$ cat config.mk
export PLATFORM = sky130hd
export DESIGN_NAME = bmeaw_top
export DESIGN_NICKNAME = d
export VERILOG_FILES = /design/src/hdl/bmeaw_pkg.sv /design/src/hdl/bmeaw_sector_map.sv /design/src/hdl/bmeaw_top.sv
export SDC_FILE = /design/constraint.sdc
export NUM_CORES = 1
export LEC_CHECK = 0
export ABC_AREA = 1
export BUFFER_PORTS_ARGS = -buffer_cell sky130_fd_sc_hd__buf_2
export CORE_UTILIZATION = 45
export DETAILED_ROUTE_END_ITERATION = 12
export PLACE_DENSITY = 0.73
export SLEW_MARGIN = 20
export SYNTH_ARGS = -nofsm -noshare
export SYNTH_HDL_FRONTEND = slang
export SYNTH_HIERARCHICAL = 1
export SYNTH_SLANG_ARGS = --single-unit
$ cat constraint.sdc
create_clock -name clk -period 8.3 [get_ports clk]
set_clock_uncertainty 0.2 [all_clocks]
set_input_delay 0.83 -clock clk [delete_from_list [all_inputs] [get_ports clk]]
set_output_delay 0.83 -clock clk [all_outputs]
set_load 0.005 [all_outputs]
$ cat src/hdl/bmeaw_pkg.sv
// Shared constants and types for the boot mode entry and access window block.
package bmeaw_pkg;

  // Widths of the sector setting value and of the code flash byte address.
  localparam int SV_W = 10;
  localparam int FADDR_W = 22;

  // Register offsets, byte addresses on the APB.
  localparam logic [7:0] OFS_WIN_START = 8'h00;
  localparam logic [7:0] OFS_WIN_END = 8'h04;
  localparam logic [7:0] OFS_LOCK = 8'h08;
  localparam logic [7:0] OFS_STATUS = 8'h0C;
  localparam logic [7:0] OFS_BAUD = 8'h10;

  // Reset values.
  localparam logic [SV_W-1:0] WIN_START_RST = 10'h000;
  localparam logic [SV_W-1:0] WIN_END_RST = 10'h000;
  localparam logic LOCK_RST = 1'b1;

  // Field positions.
  localparam int LOCK_BIT = 0;
  localparam int BAUD_DIV_W = 16;
  localparam int BAUD_COMMIT_BIT = 31;
  localparam int ST_STATE_LSB = 0;
  localparam int ST_SERIAL_BIT = 4;
  localparam int ST_DEBUG_BIT = 5;
  localparam int ST_SECHALT_BIT = 6;
  localparam int ST_UART_BIT = 7;
  localparam int ST_USB_BIT = 8;
  localparam int ST_HSPEED_BIT = 9;

  // Mode select pin level that asks for serial programming mode.
  localparam logic MODE_PIN_SERIAL = 1'b0;

  // Series codes.
  localparam int SERIES_LARGE = 0;
  localparam int SERIES_MIDDLE = 1;
  localparam int SERIES_SMALL = 2;

  // Large series layout: this many 8 KB sectors at the bottom, 32 KB sectors above them.
  localparam int LARGE_SMALL_SECTORS = 8;

  // Clock rate and the boot-time UART rate.
  localparam int CLK_HZ = 10_000_000;
  localparam int BOOT_BAUD_BPS = 9600;
  localparam logic [BAUD_DIV_W-1:0] BOOT_BAUD_DIV = BAUD_DIV_W'(CLK_HZ / BOOT_BAUD_BPS);

  typedef enum logic [3:0] {
    BMEAW_SAMPLE,
    BMEAW_SEC_HALT,
    BMEAW_COMM_SETUP,
    BMEAW_UART,
    BMEAW_USB,
    BMEAW_ERASE_USER,
    BMEAW_ERASE_CFG,
    BMEAW_HALT
  } bmeaw_state_e;

endpackage

$ cat src/hdl/bmeaw_sector_map.sv
// Maps a code flash byte address to its sector setting value for one series.
`timescale 1ns/1ps
`default_nettype none
module bmeaw_sector_map
  import bmeaw_pkg::*;
#(
  parameter int SERIES = SERIES_LARGE
) (
  input wire logic [FADDR_W-1:0] addr,
  output logic [SV_W-1:0] setting
);

  // Setting value of the sector holding the address.
  function automatic logic [SV_W-1:0] sector_value(input logic [FADDR_W-1:0] a);
    logic [SV_W-1:0] v;
    v = '0;
    if (SERIES == SERIES_LARGE) begin
      // Eight 8 KB sectors count by one, each 32 KB sector after them by four.
      if (a[FADDR_W-1:16] == '0) begin
        v = SV_W'(a[15:13]);
      end else begin
        v = SV_W'({a[FADDR_W-1:15], 2'b00});
      end
    end else if (SERIES == SERIES_MIDDLE) begin
      // 2 KB sectors; value is the base in 1 KB units, so it steps by two.
      v = {a[19:11], 1'b0};
    end else begin
      // 1 KB sectors; value is the sector index, last one at 3FFh.
      v = a[19:10];
    end
    return v;
  endfunction

  assign setting = sector_value(addr);

endmodule
`default_nettype wire

$ cat src/hdl/bmeaw_top.sv
// Boot mode entry sequencer with code flash access window and APB registers.
//
// Register access over APB and the placing of the registers were left to the implementer.
`timescale 1ns/1ps
`default_nettype none
module bmeaw_top
  import bmeaw_pkg::*;
#(
  parameter int SERIES = SERIES_LARGE,
  parameter bit USB_PRESENT = 1'b1,
  parameter bit USB_CLK_SELECTABLE = 1'b0
) (
  input wire logic clk,
  input wire logic rst,
  input wire logic psel,
  input wire logic penable,
  input wire logic pwrite,
  input wire logic [7:0] paddr,
  input wire logic [31:0] pwdata,
  output logic [31:0] prdata,
  output logic pready,
  output logic pslverr,
  input wire logic mode_select_pin,
  input wire logic security_protection_unit,
  input wire logic vcc_above_2v4,
  input wire logic rxd,
  input wire logic usb_configured,
  output logic erase_req,
  output logic erase_config_area,
  input wire logic erase_done,
  input wire logic flash_req_valid,
  input wire logic [FADDR_W-1:0] flash_req_addr,
  output logic flash_req_grant,
  output logic flash_req_refuse,
  output logic serial_prog_mode,
  output logic debug_mode,
  output logic halted,
  output logic comm_uart,
  output logic comm_usb,
  output logic uart_bit_tick,
  output logic high_speed_mode,
  output logic usb_clock_source_select,
  output logic main_osc_needed
);

  // Parameters that the logic cannot serve are refused at elaboration.
  // Caught here rather than left to fall silently into the small-series map.
  if (SERIES < SERIES_LARGE || SERIES > SERIES_SMALL) begin : g_bad_series
    $error("bmeaw_top: SERIES must be 0, 1 or 2");
  end
  if (USB_CLK_SELECTABLE && !USB_PRESENT) begin : g_bad_usb
    $error("bmeaw_top: USB clock select needs USB present");
  end

  // Sequencer state, captured mode flags, window registers and baud divider.
  bmeaw_state_e state_r;
  bmeaw_state_e state_nxt;
  logic serial_r;
  logic debug_r;
  logic sechalt_r;
  logic rxd_prev_r;
  logic rxd_fall;
  logic [SV_W-1:0] win_start_r;
  logic [SV_W-1:0] win_end_r;
  logic lock_r;
  logic [BAUD_DIV_W-1:0] baud_div_r;
  logic [BAUD_DIV_W-1:0] baud_cnt_r;
  logic [SV_W-1:0] req_setting;
  logic in_window;
  logic apb_wr;
  logic apb_rd;
  logic addr_ok;
  logic [31:0] status_word;

  // Mode decision and the erase/halt sequence.
  // Security is tested first so that a protected part never starts an erase.
  always_comb begin
    state_nxt = state_r;
    unique case (state_r)
      BMEAW_SAMPLE: begin
        if (security_protection_unit) begin
          state_nxt = BMEAW_SEC_HALT;
        end else if (mode_select_pin == MODE_PIN_SERIAL) begin
          state_nxt = BMEAW_COMM_SETUP;
        end else begin
          state_nxt = BMEAW_ERASE_USER;
        end
      end
      BMEAW_COMM_SETUP: begin
        // USB wins when both cues land in one cycle, as USB is checked first.
        if (USB_PRESENT && usb_configured) begin
          state_nxt = BMEAW_USB;
        end else if (rxd_fall) begin
          state_nxt = BMEAW_UART;
        end
      end
      BMEAW_ERASE_USER: begin
        if (erase_done) begin
          state_nxt = BMEAW_ERASE_CFG;
        end
      end
      BMEAW_ERASE_CFG: begin
        if (erase_done) begin
          state_nxt = BMEAW_HALT;
        end
      end
      BMEAW_SEC_HALT, BMEAW_HALT, BMEAW_UART, BMEAW_USB: begin
        state_nxt = state_r;
      end
      default: begin
        state_nxt = BMEAW_HALT;
      end
    endcase
  end

  // State register; reset always restarts at the pin sampling step.
  // A reset in mid-run therefore reads the pins afresh, as a power-on reset would.
  always_ff @(posedge clk) begin
    if (rst) begin
      state_r <= BMEAW_SAMPLE;
    end else begin
      state_r <= state_nxt;
    end
  end

  // The pin and the security level are caught once, in the first cycle after reset.
  // Later pin changes are ignored, so a bouncing pin cannot switch modes after entry.
  always_ff @(posedge clk) begin
    if (rst) begin
      serial_r <= 1'b0;
      debug_r <= 1'b0;
      sechalt_r <= 1'b0;
    end else if (state_r == BMEAW_SAMPLE) begin
      sechalt_r <= security_protection_unit;
      serial_r <= !security_protection_unit && (mode_select_pin == MODE_PIN_SERIAL);
      debug_r <= !security_protection_unit && (mode_select_pin != MODE_PIN_SERIAL);
    end
  end

  // Receive line edge detector; idle line is high.
  // Resetting the history to the idle level keeps reset itself from looking like an edge.
  always_ff @(posedge clk) begin
    if (rst) begin
      rxd_prev_r <= 1'b1;
    end else begin
      rxd_prev_r <= rxd;
    end
  end
  assign rxd_fall = rxd_prev_r && !rxd;

  // Erase requests hold until the flash answers with erase_done.
  assign erase_req = (state_r == BMEAW_ERASE_USER) || (state_r == BMEAW_ERASE_CFG);
  assign erase_config_area = (state_r == BMEAW_ERASE_CFG);

  // Mode and link indications.
  assign serial_prog_mode = serial_r;
  assign debug_mode = debug_r;
  assign halted = (state_r == BMEAW_HALT) || (state_r == BMEAW_SEC_HALT);
  assign comm_uart = (state_r == BMEAW_UART);
  assign comm_usb = (state_r == BMEAW_USB);

  // Large parts always run fast; smaller ones fall back below 2.4 V.
  assign high_speed_mode = (SERIES == SERIES_LARGE) ? 1'b1 : vcc_above_2v4;

  // With a selectable source the USB clock comes from the internal oscillator.
  assign usb_clock_source_select = USB_CLK_SELECTABLE;
  assign main_osc_needed = USB_PRESENT && !USB_CLK_SELECTABLE && comm_usb;

  // Window check on each flash request.
  // The series parameter picks how addresses fold into setting values.
  bmeaw_sector_map #(
    .SERIES(SERIES)
  ) u_map (
    .addr(flash_req_addr),
    .setting(req_setting)
  );
  // End holds last sector plus one, so the upper bound is exclusive.
  assign in_window = (req_setting >= win_start_r) && (req_setting < win_end_r);

  // Grant or refusal is answered one cycle after the request, as a pulse.
  // The register costs a cycle but keeps the answer clean of the address decode's settling.
  always_ff @(posedge clk) begin
    if (rst) begin
      flash_req_grant <= 1'b0;
      flash_req_refuse <= 1'b0;
    end else begin
      flash_req_grant <= flash_req_valid && in_window;
      flash_req_refuse <= flash_req_valid && !in_window;
    end
  end

  // APB decode: zero wait states, unmapped offsets answer with an error.
  // With no waits a master may run transfers back to back without polling.
  assign apb_wr = psel && penable && pwrite;
  assign apb_rd = psel && penable && !pwrite;
  assign pready = 1'b1;
  assign addr_ok = (paddr == OFS_WIN_START) || (paddr == OFS_WIN_END) || (paddr == OFS_LOCK)
    || (paddr == OFS_STATUS) || (paddr == OFS_BAUD);
  assign pslverr = psel && penable && !addr_ok;

  // Window fields only change while the lock bit still reads one.
  always_ff @(posedge clk) begin
    if (rst) begin
      win_start_r <= WIN_START_RST;
      win_end_r <= WIN_END_RST;
    end else if (apb_wr && lock_r) begin
      if (paddr == OFS_WIN_START) begin
        win_start_r <= pwdata[SV_W-1:0];
      end
      if (paddr == OFS_WIN_END) begin
        win_end_r <= pwdata[SV_W-1:0];
      end
    end
  end

  // The lock bit can only be cleared, so a frozen window stays frozen until reset.
  always_ff @(posedge clk) begin
    if (rst) begin
      lock_r <= LOCK_RST;
    end else if (apb_wr && paddr == OFS_LOCK && !pwdata[LOCK_BIT]) begin
      lock_r <= 1'b0;
    end
  end

  // Bit rate divisor: boot rate until software reports the baud command done.
  // A zero divisor would wrap to one bit tick per 65536 cycles, so such a write is ignored.
  always_ff @(posedge clk) begin
    if (rst) begin
      baud_div_r <= BOOT_BAUD_DIV;
    end else if (apb_wr && paddr == OFS_BAUD && pwdata[BAUD_COMMIT_BIT]
                 && pwdata[BAUD_DIV_W-1:0] != '0) begin
      baud_div_r <= pwdata[BAUD_DIV_W-1:0];
    end
  end

  // Bit tick divider runs only while the UART link is chosen.
  // Clearing the count before entry makes the first bit time a full one.
  always_ff @(posedge clk) begin
    if (rst) begin
      baud_cnt_r <= '0;
      uart_bit_tick <= 1'b0;
    end else if (state_r != BMEAW_UART) begin
      baud_cnt_r <= '0;
      uart_bit_tick <= 1'b0;
    end else if (baud_cnt_r >= baud_div_r - 1'b1) begin
      baud_cnt_r <= '0;
      uart_bit_tick <= 1'b1;
    end else begin
      baud_cnt_r <= baud_cnt_r + 1'b1;
      uart_bit_tick <= 1'b0;
    end
  end

  // Status word shows the sequencer's own state.
  // Software can tell from it which path the part took out of reset.
  always_comb begin
    status_word = '0;
    status_word[ST_STATE_LSB +: 4] = state_r;
    status_word[ST_SERIAL_BIT] = serial_r;
    status_word[ST_DEBUG_BIT] = debug_r;
    status_word[ST_SECHALT_BIT] = sechalt_r;
    status_word[ST_UART_BIT] = comm_uart;
    status_word[ST_USB_BIT] = comm_usb;
    status_word[ST_HSPEED_BIT] = high_speed_mode;
  end

  // Read data is registered at the setup phase so it is stable in the access phase.
  // Unmapped offsets read as zero beside the error response.
  always_ff @(posedge clk) begin
    if (rst) begin
      prdata <= '0;
    end else if (psel && !penable && !pwrite) begin
      unique case (paddr)
        OFS_WIN_START: prdata <= 32'(win_start_r);
        OFS_WIN_END: prdata <= 32'(win_end_r);
        OFS_LOCK: prdata <= 32'(lock_r);
        OFS_STATUS: prdata <= status_word;
        OFS_BAUD: prdata <= 32'(baud_div_r);
        default: prdata <= '0;
      endcase
    end else if (!apb_rd) begin
      prdata <= '0;
    end
  end

endmodule
`default_nettype wire

==> metrics.log <==
INFO  metric run_status = finished clean
INFO  metric floorplan.initialDensity = 46.9%
INFO  metric cts.repair.resized = 0
INFO  metric cts-root-buf = clkbuf_8
INFO  metric slew_headroom = 33.4%
INFO  metric worst_path_max_delay_cell = nor2_2
INFO  metric grt_antenna_before_repair = 0
INFO  metric cts_max_level = 3
INFO  metric final_estimated_routing_congestion_in_global_placement = 0.841
INFO  metric floorplan.die.width = 106 µm
INFO  metric timing.critical_path.slowest_cell_delay = 790 ps
INFO  metric max_vdd_drop = between 0.00015 and 0.0002 V
INFO  metric ys.warnings.count = 6
INFO  metric timing.critical_path.cells = buf_2 > inv_1 > nand2_1 > nor2_2 > a211oi_1 > buf_2
INFO  metric hp-class = flip-flop to flip-flop
INFO  metric wl = between 10000 and 15000 µm
INFO  metric cts_hold_buffers_added = 0
INFO  metric setup-violations-final = 0
INFO  metric multi_input_area = between 0.002 and 0.003 mm²
INFO  metric globalRouteTotalUtil = 20.8%
INFO  metric setup.reg_to_reg.worst_slack = 5380 ps
INFO  metric placeable_area = 0.0105 mm²
INFO  metric num-fill-cells = 1054
INFO  metric worst_pin_slew = 999 ps
INFO  metric power.static_leakage = 2.39 nW
INFO  metric place.detailed.hpwl = 8710 µm
INFO  metric post_route_cells_drive_above_1_share = 15.1%
INFO  metric crit_path_max_fanout = 24
INFO  metric cts_tree = done
INFO  metric die_h = roughly 110 µm
INFO  metric synth-edff-count = 0
INFO  metric async_flop_share = 0%
INFO  metric cts.sinks = 79
INFO  metric dr_total_vias = around 4600
INFO  metric first_global_vias = 4040
INFO  metric grt.overflow.total = 0
INFO  metric num_antenna_cells = 0
INFO  metric average_cell_area_after_synthesis = 7.03 µm²
INFO  metric dp_worst_setup_slack = ~5100 ps
INFO  metric timing.max_cap.violations = 0
INFO  metric floorplan.rows = 37
INFO  metric via_to_cell_ratio = ~5.2
INFO  metric detail-route-antenna-nets = 0
INFO  metric worst_setup_slack_after_layout = 5050 ps
INFO  metric final_cell_mix = 105 x nand2_1, 79 x nor2_1, 79 x dfxtp_1
INFO  metric yosys.cell_types.count = 40
INFO  metric final.min_clock_period = 3250 ps
INFO  metric placed_cells = 874
INFO  metric cts_max_path_buffers = 2
INFO  metric numCtsBuffers = 9
INFO  metric sequential_cell_area = between 0.0015 and 0.002 mm²
INFO  metric final-hold-violation-count = 0
INFO  metric maxSlewViolCount = 0
INFO  metric clkLatencyLatePin = 360 ps
INFO  metric layoutNonFillerInstCount = about 900
INFO  metric grt_first_pass_wirelength = 18900 µm
INFO  metric worst_setup_path_end_kind = primary output
INFO  metric area_delta_synth_final = 10.6%
INFO  metric layout.nets = 861
INFO  metric worstSetupPathType = input pin to primary output
INFO  metric ys_seq_area_share = 32.2%
INFO  metric synthFlopType = dfxtp_1
INFO  metric port_buffers = 72
INFO  metric critical_path_required = 7270 ps
INFO  metric floorplan.die_area = 0.0113 mm²
INFO  metric path_common_cell = buf_2
INFO  metric crit_arrival = 2220 ps
INFO  metric p_total = approximately 0.00087 W
INFO  metric boundaryPins = 121
INFO  metric synthesis.area = slightly below 0.005 mm²
INFO  metric detail_route.wl_per_cell = 12.9 µm
INFO  metric timing.fmax = 308 MHz
INFO  metric synth.ff_latch_count = 79
INFO  metric drt_iter0_markers = 324
INFO  metric detail_route.drc_violations = 0
INFO  metric path_clk_slew = ~80 ps
INFO  metric drt_pass1_iterations = 5
INFO  metric post-cts-setup-buffer-count = 0
INFO  metric accumulated_negative_setup_slack = 0 ps
INFO  metric grt_start_max_net_pins = between 40 and 50
INFO  metric timing.final.crit_share = 39.1%
INFO  metric power.density_cell_area = 160 mW/mm²
INFO  metric grt_setup_unrepaired = no
INFO  metric syn_inst = 699
INFO  metric layout.cells.most_common = nand2_1
INFO  metric start_kind = input pin
logic make-up (layout without fill, tap and decap cells):
| kind of cell | Yosys count | after routing | share of synthesized area [%] |
|---|---|---|---|
| compound gates | 136 | 136 | 14.3 |
| xor+xnor | 25 | 25 | 4.46 |
| fa+ha+maj | 37 | 37 | 9.43 |
| buf+inv | 135 | 174 | 12.9 |
| flops | 79 | 79 | 32.2 |
| other cells | 3 | 20 | 0.229 |
| simple gates | 284 | 284 | 26.5 |
flip-flops by register name, summed over array words and instances (netlist names):
register,count
prdata,16
flash_req_grant,1
win_end_r,10
lock_r,1
state_r,3
flash_req_refuse,1
rxd_prev_r,1
serial_prog_mode,1
baud_cnt_r,16
win_start_r,10
debug_mode,1
baud_div_r,16
uart_bit_tick,1
sechalt_r,1
synthesized netlist by cell type, types with 8 or more instances:
cell type	n	area [µm²]
buf_4	25	188
nand3_1	61	305
xor2_1	17	149
nand4_1	11	68.8
o21ai_0	51	255
clkbuf_1	11	41.3
buf_2	10	50.1
xnor2_1	8	70.1
nor2_1	80	300
nand2_1	105	394
inv_1	79	297
a21oi_1	71	355
ha_1	37	463
dfxtp_1	79	1580
power breakdown:
part | leakage [nW] | internal (W) | switching [W]
Combinational | 1.65 | 0.0000509 | 0.0000905
Clock | 0.110 | 0.000178 | 0.000145
Sequential | 0.638 | 0.000391 | 0.0000131
area by class of cell:
class / count / area share, %
multi-input cells: 502 / 50.9
well taps: 136 / 3.13
clock buffers: 11 / 2.60
repair buffers: 73 / 6.84
inverters: 85 / 5.88
clock inverters: 5 / 1.50
flip-flops and latches: 79 / 29.1
stage by stage:
step,util (%),hold WS [ps],instance area (µm²)
floorplan,-,240,4970
global route,51.9,289,5430
finish,51.9,267,5430
detailed placement,49.6,256,5190
CTS,51.7,270,5410
global placement,49.6,251,5190
routing by layer:
metal,up-vias,global-route usage (%),wire length (µm)
li1,2349,-,-
met1,2123,28.6,5290
met2,161,33.3,5300
met3,13,3.74,772
met4,0,6.07,163
met5,-,0,0
path summary, 6_finish.rpt:
path | start | endpoint | cells after the start
setup reg to reg | baud_div_r[0] | baud_cnt_r[13] | 15
setup / recovery | paddr[6] | pslverr | 6
hold reg to reg | prdata[8] | prdata[8] | 2
hold / removal | prdata[8] | prdata[8] | 2
worst max-delay path: cells and delay by family:
kind / cells / cell delay (ps)
buf+inv: 3 / 320
simple gates: 2 / 890
compound gates: 1 / 170
No activity file was read; power rests on OpenSTA's default activity.
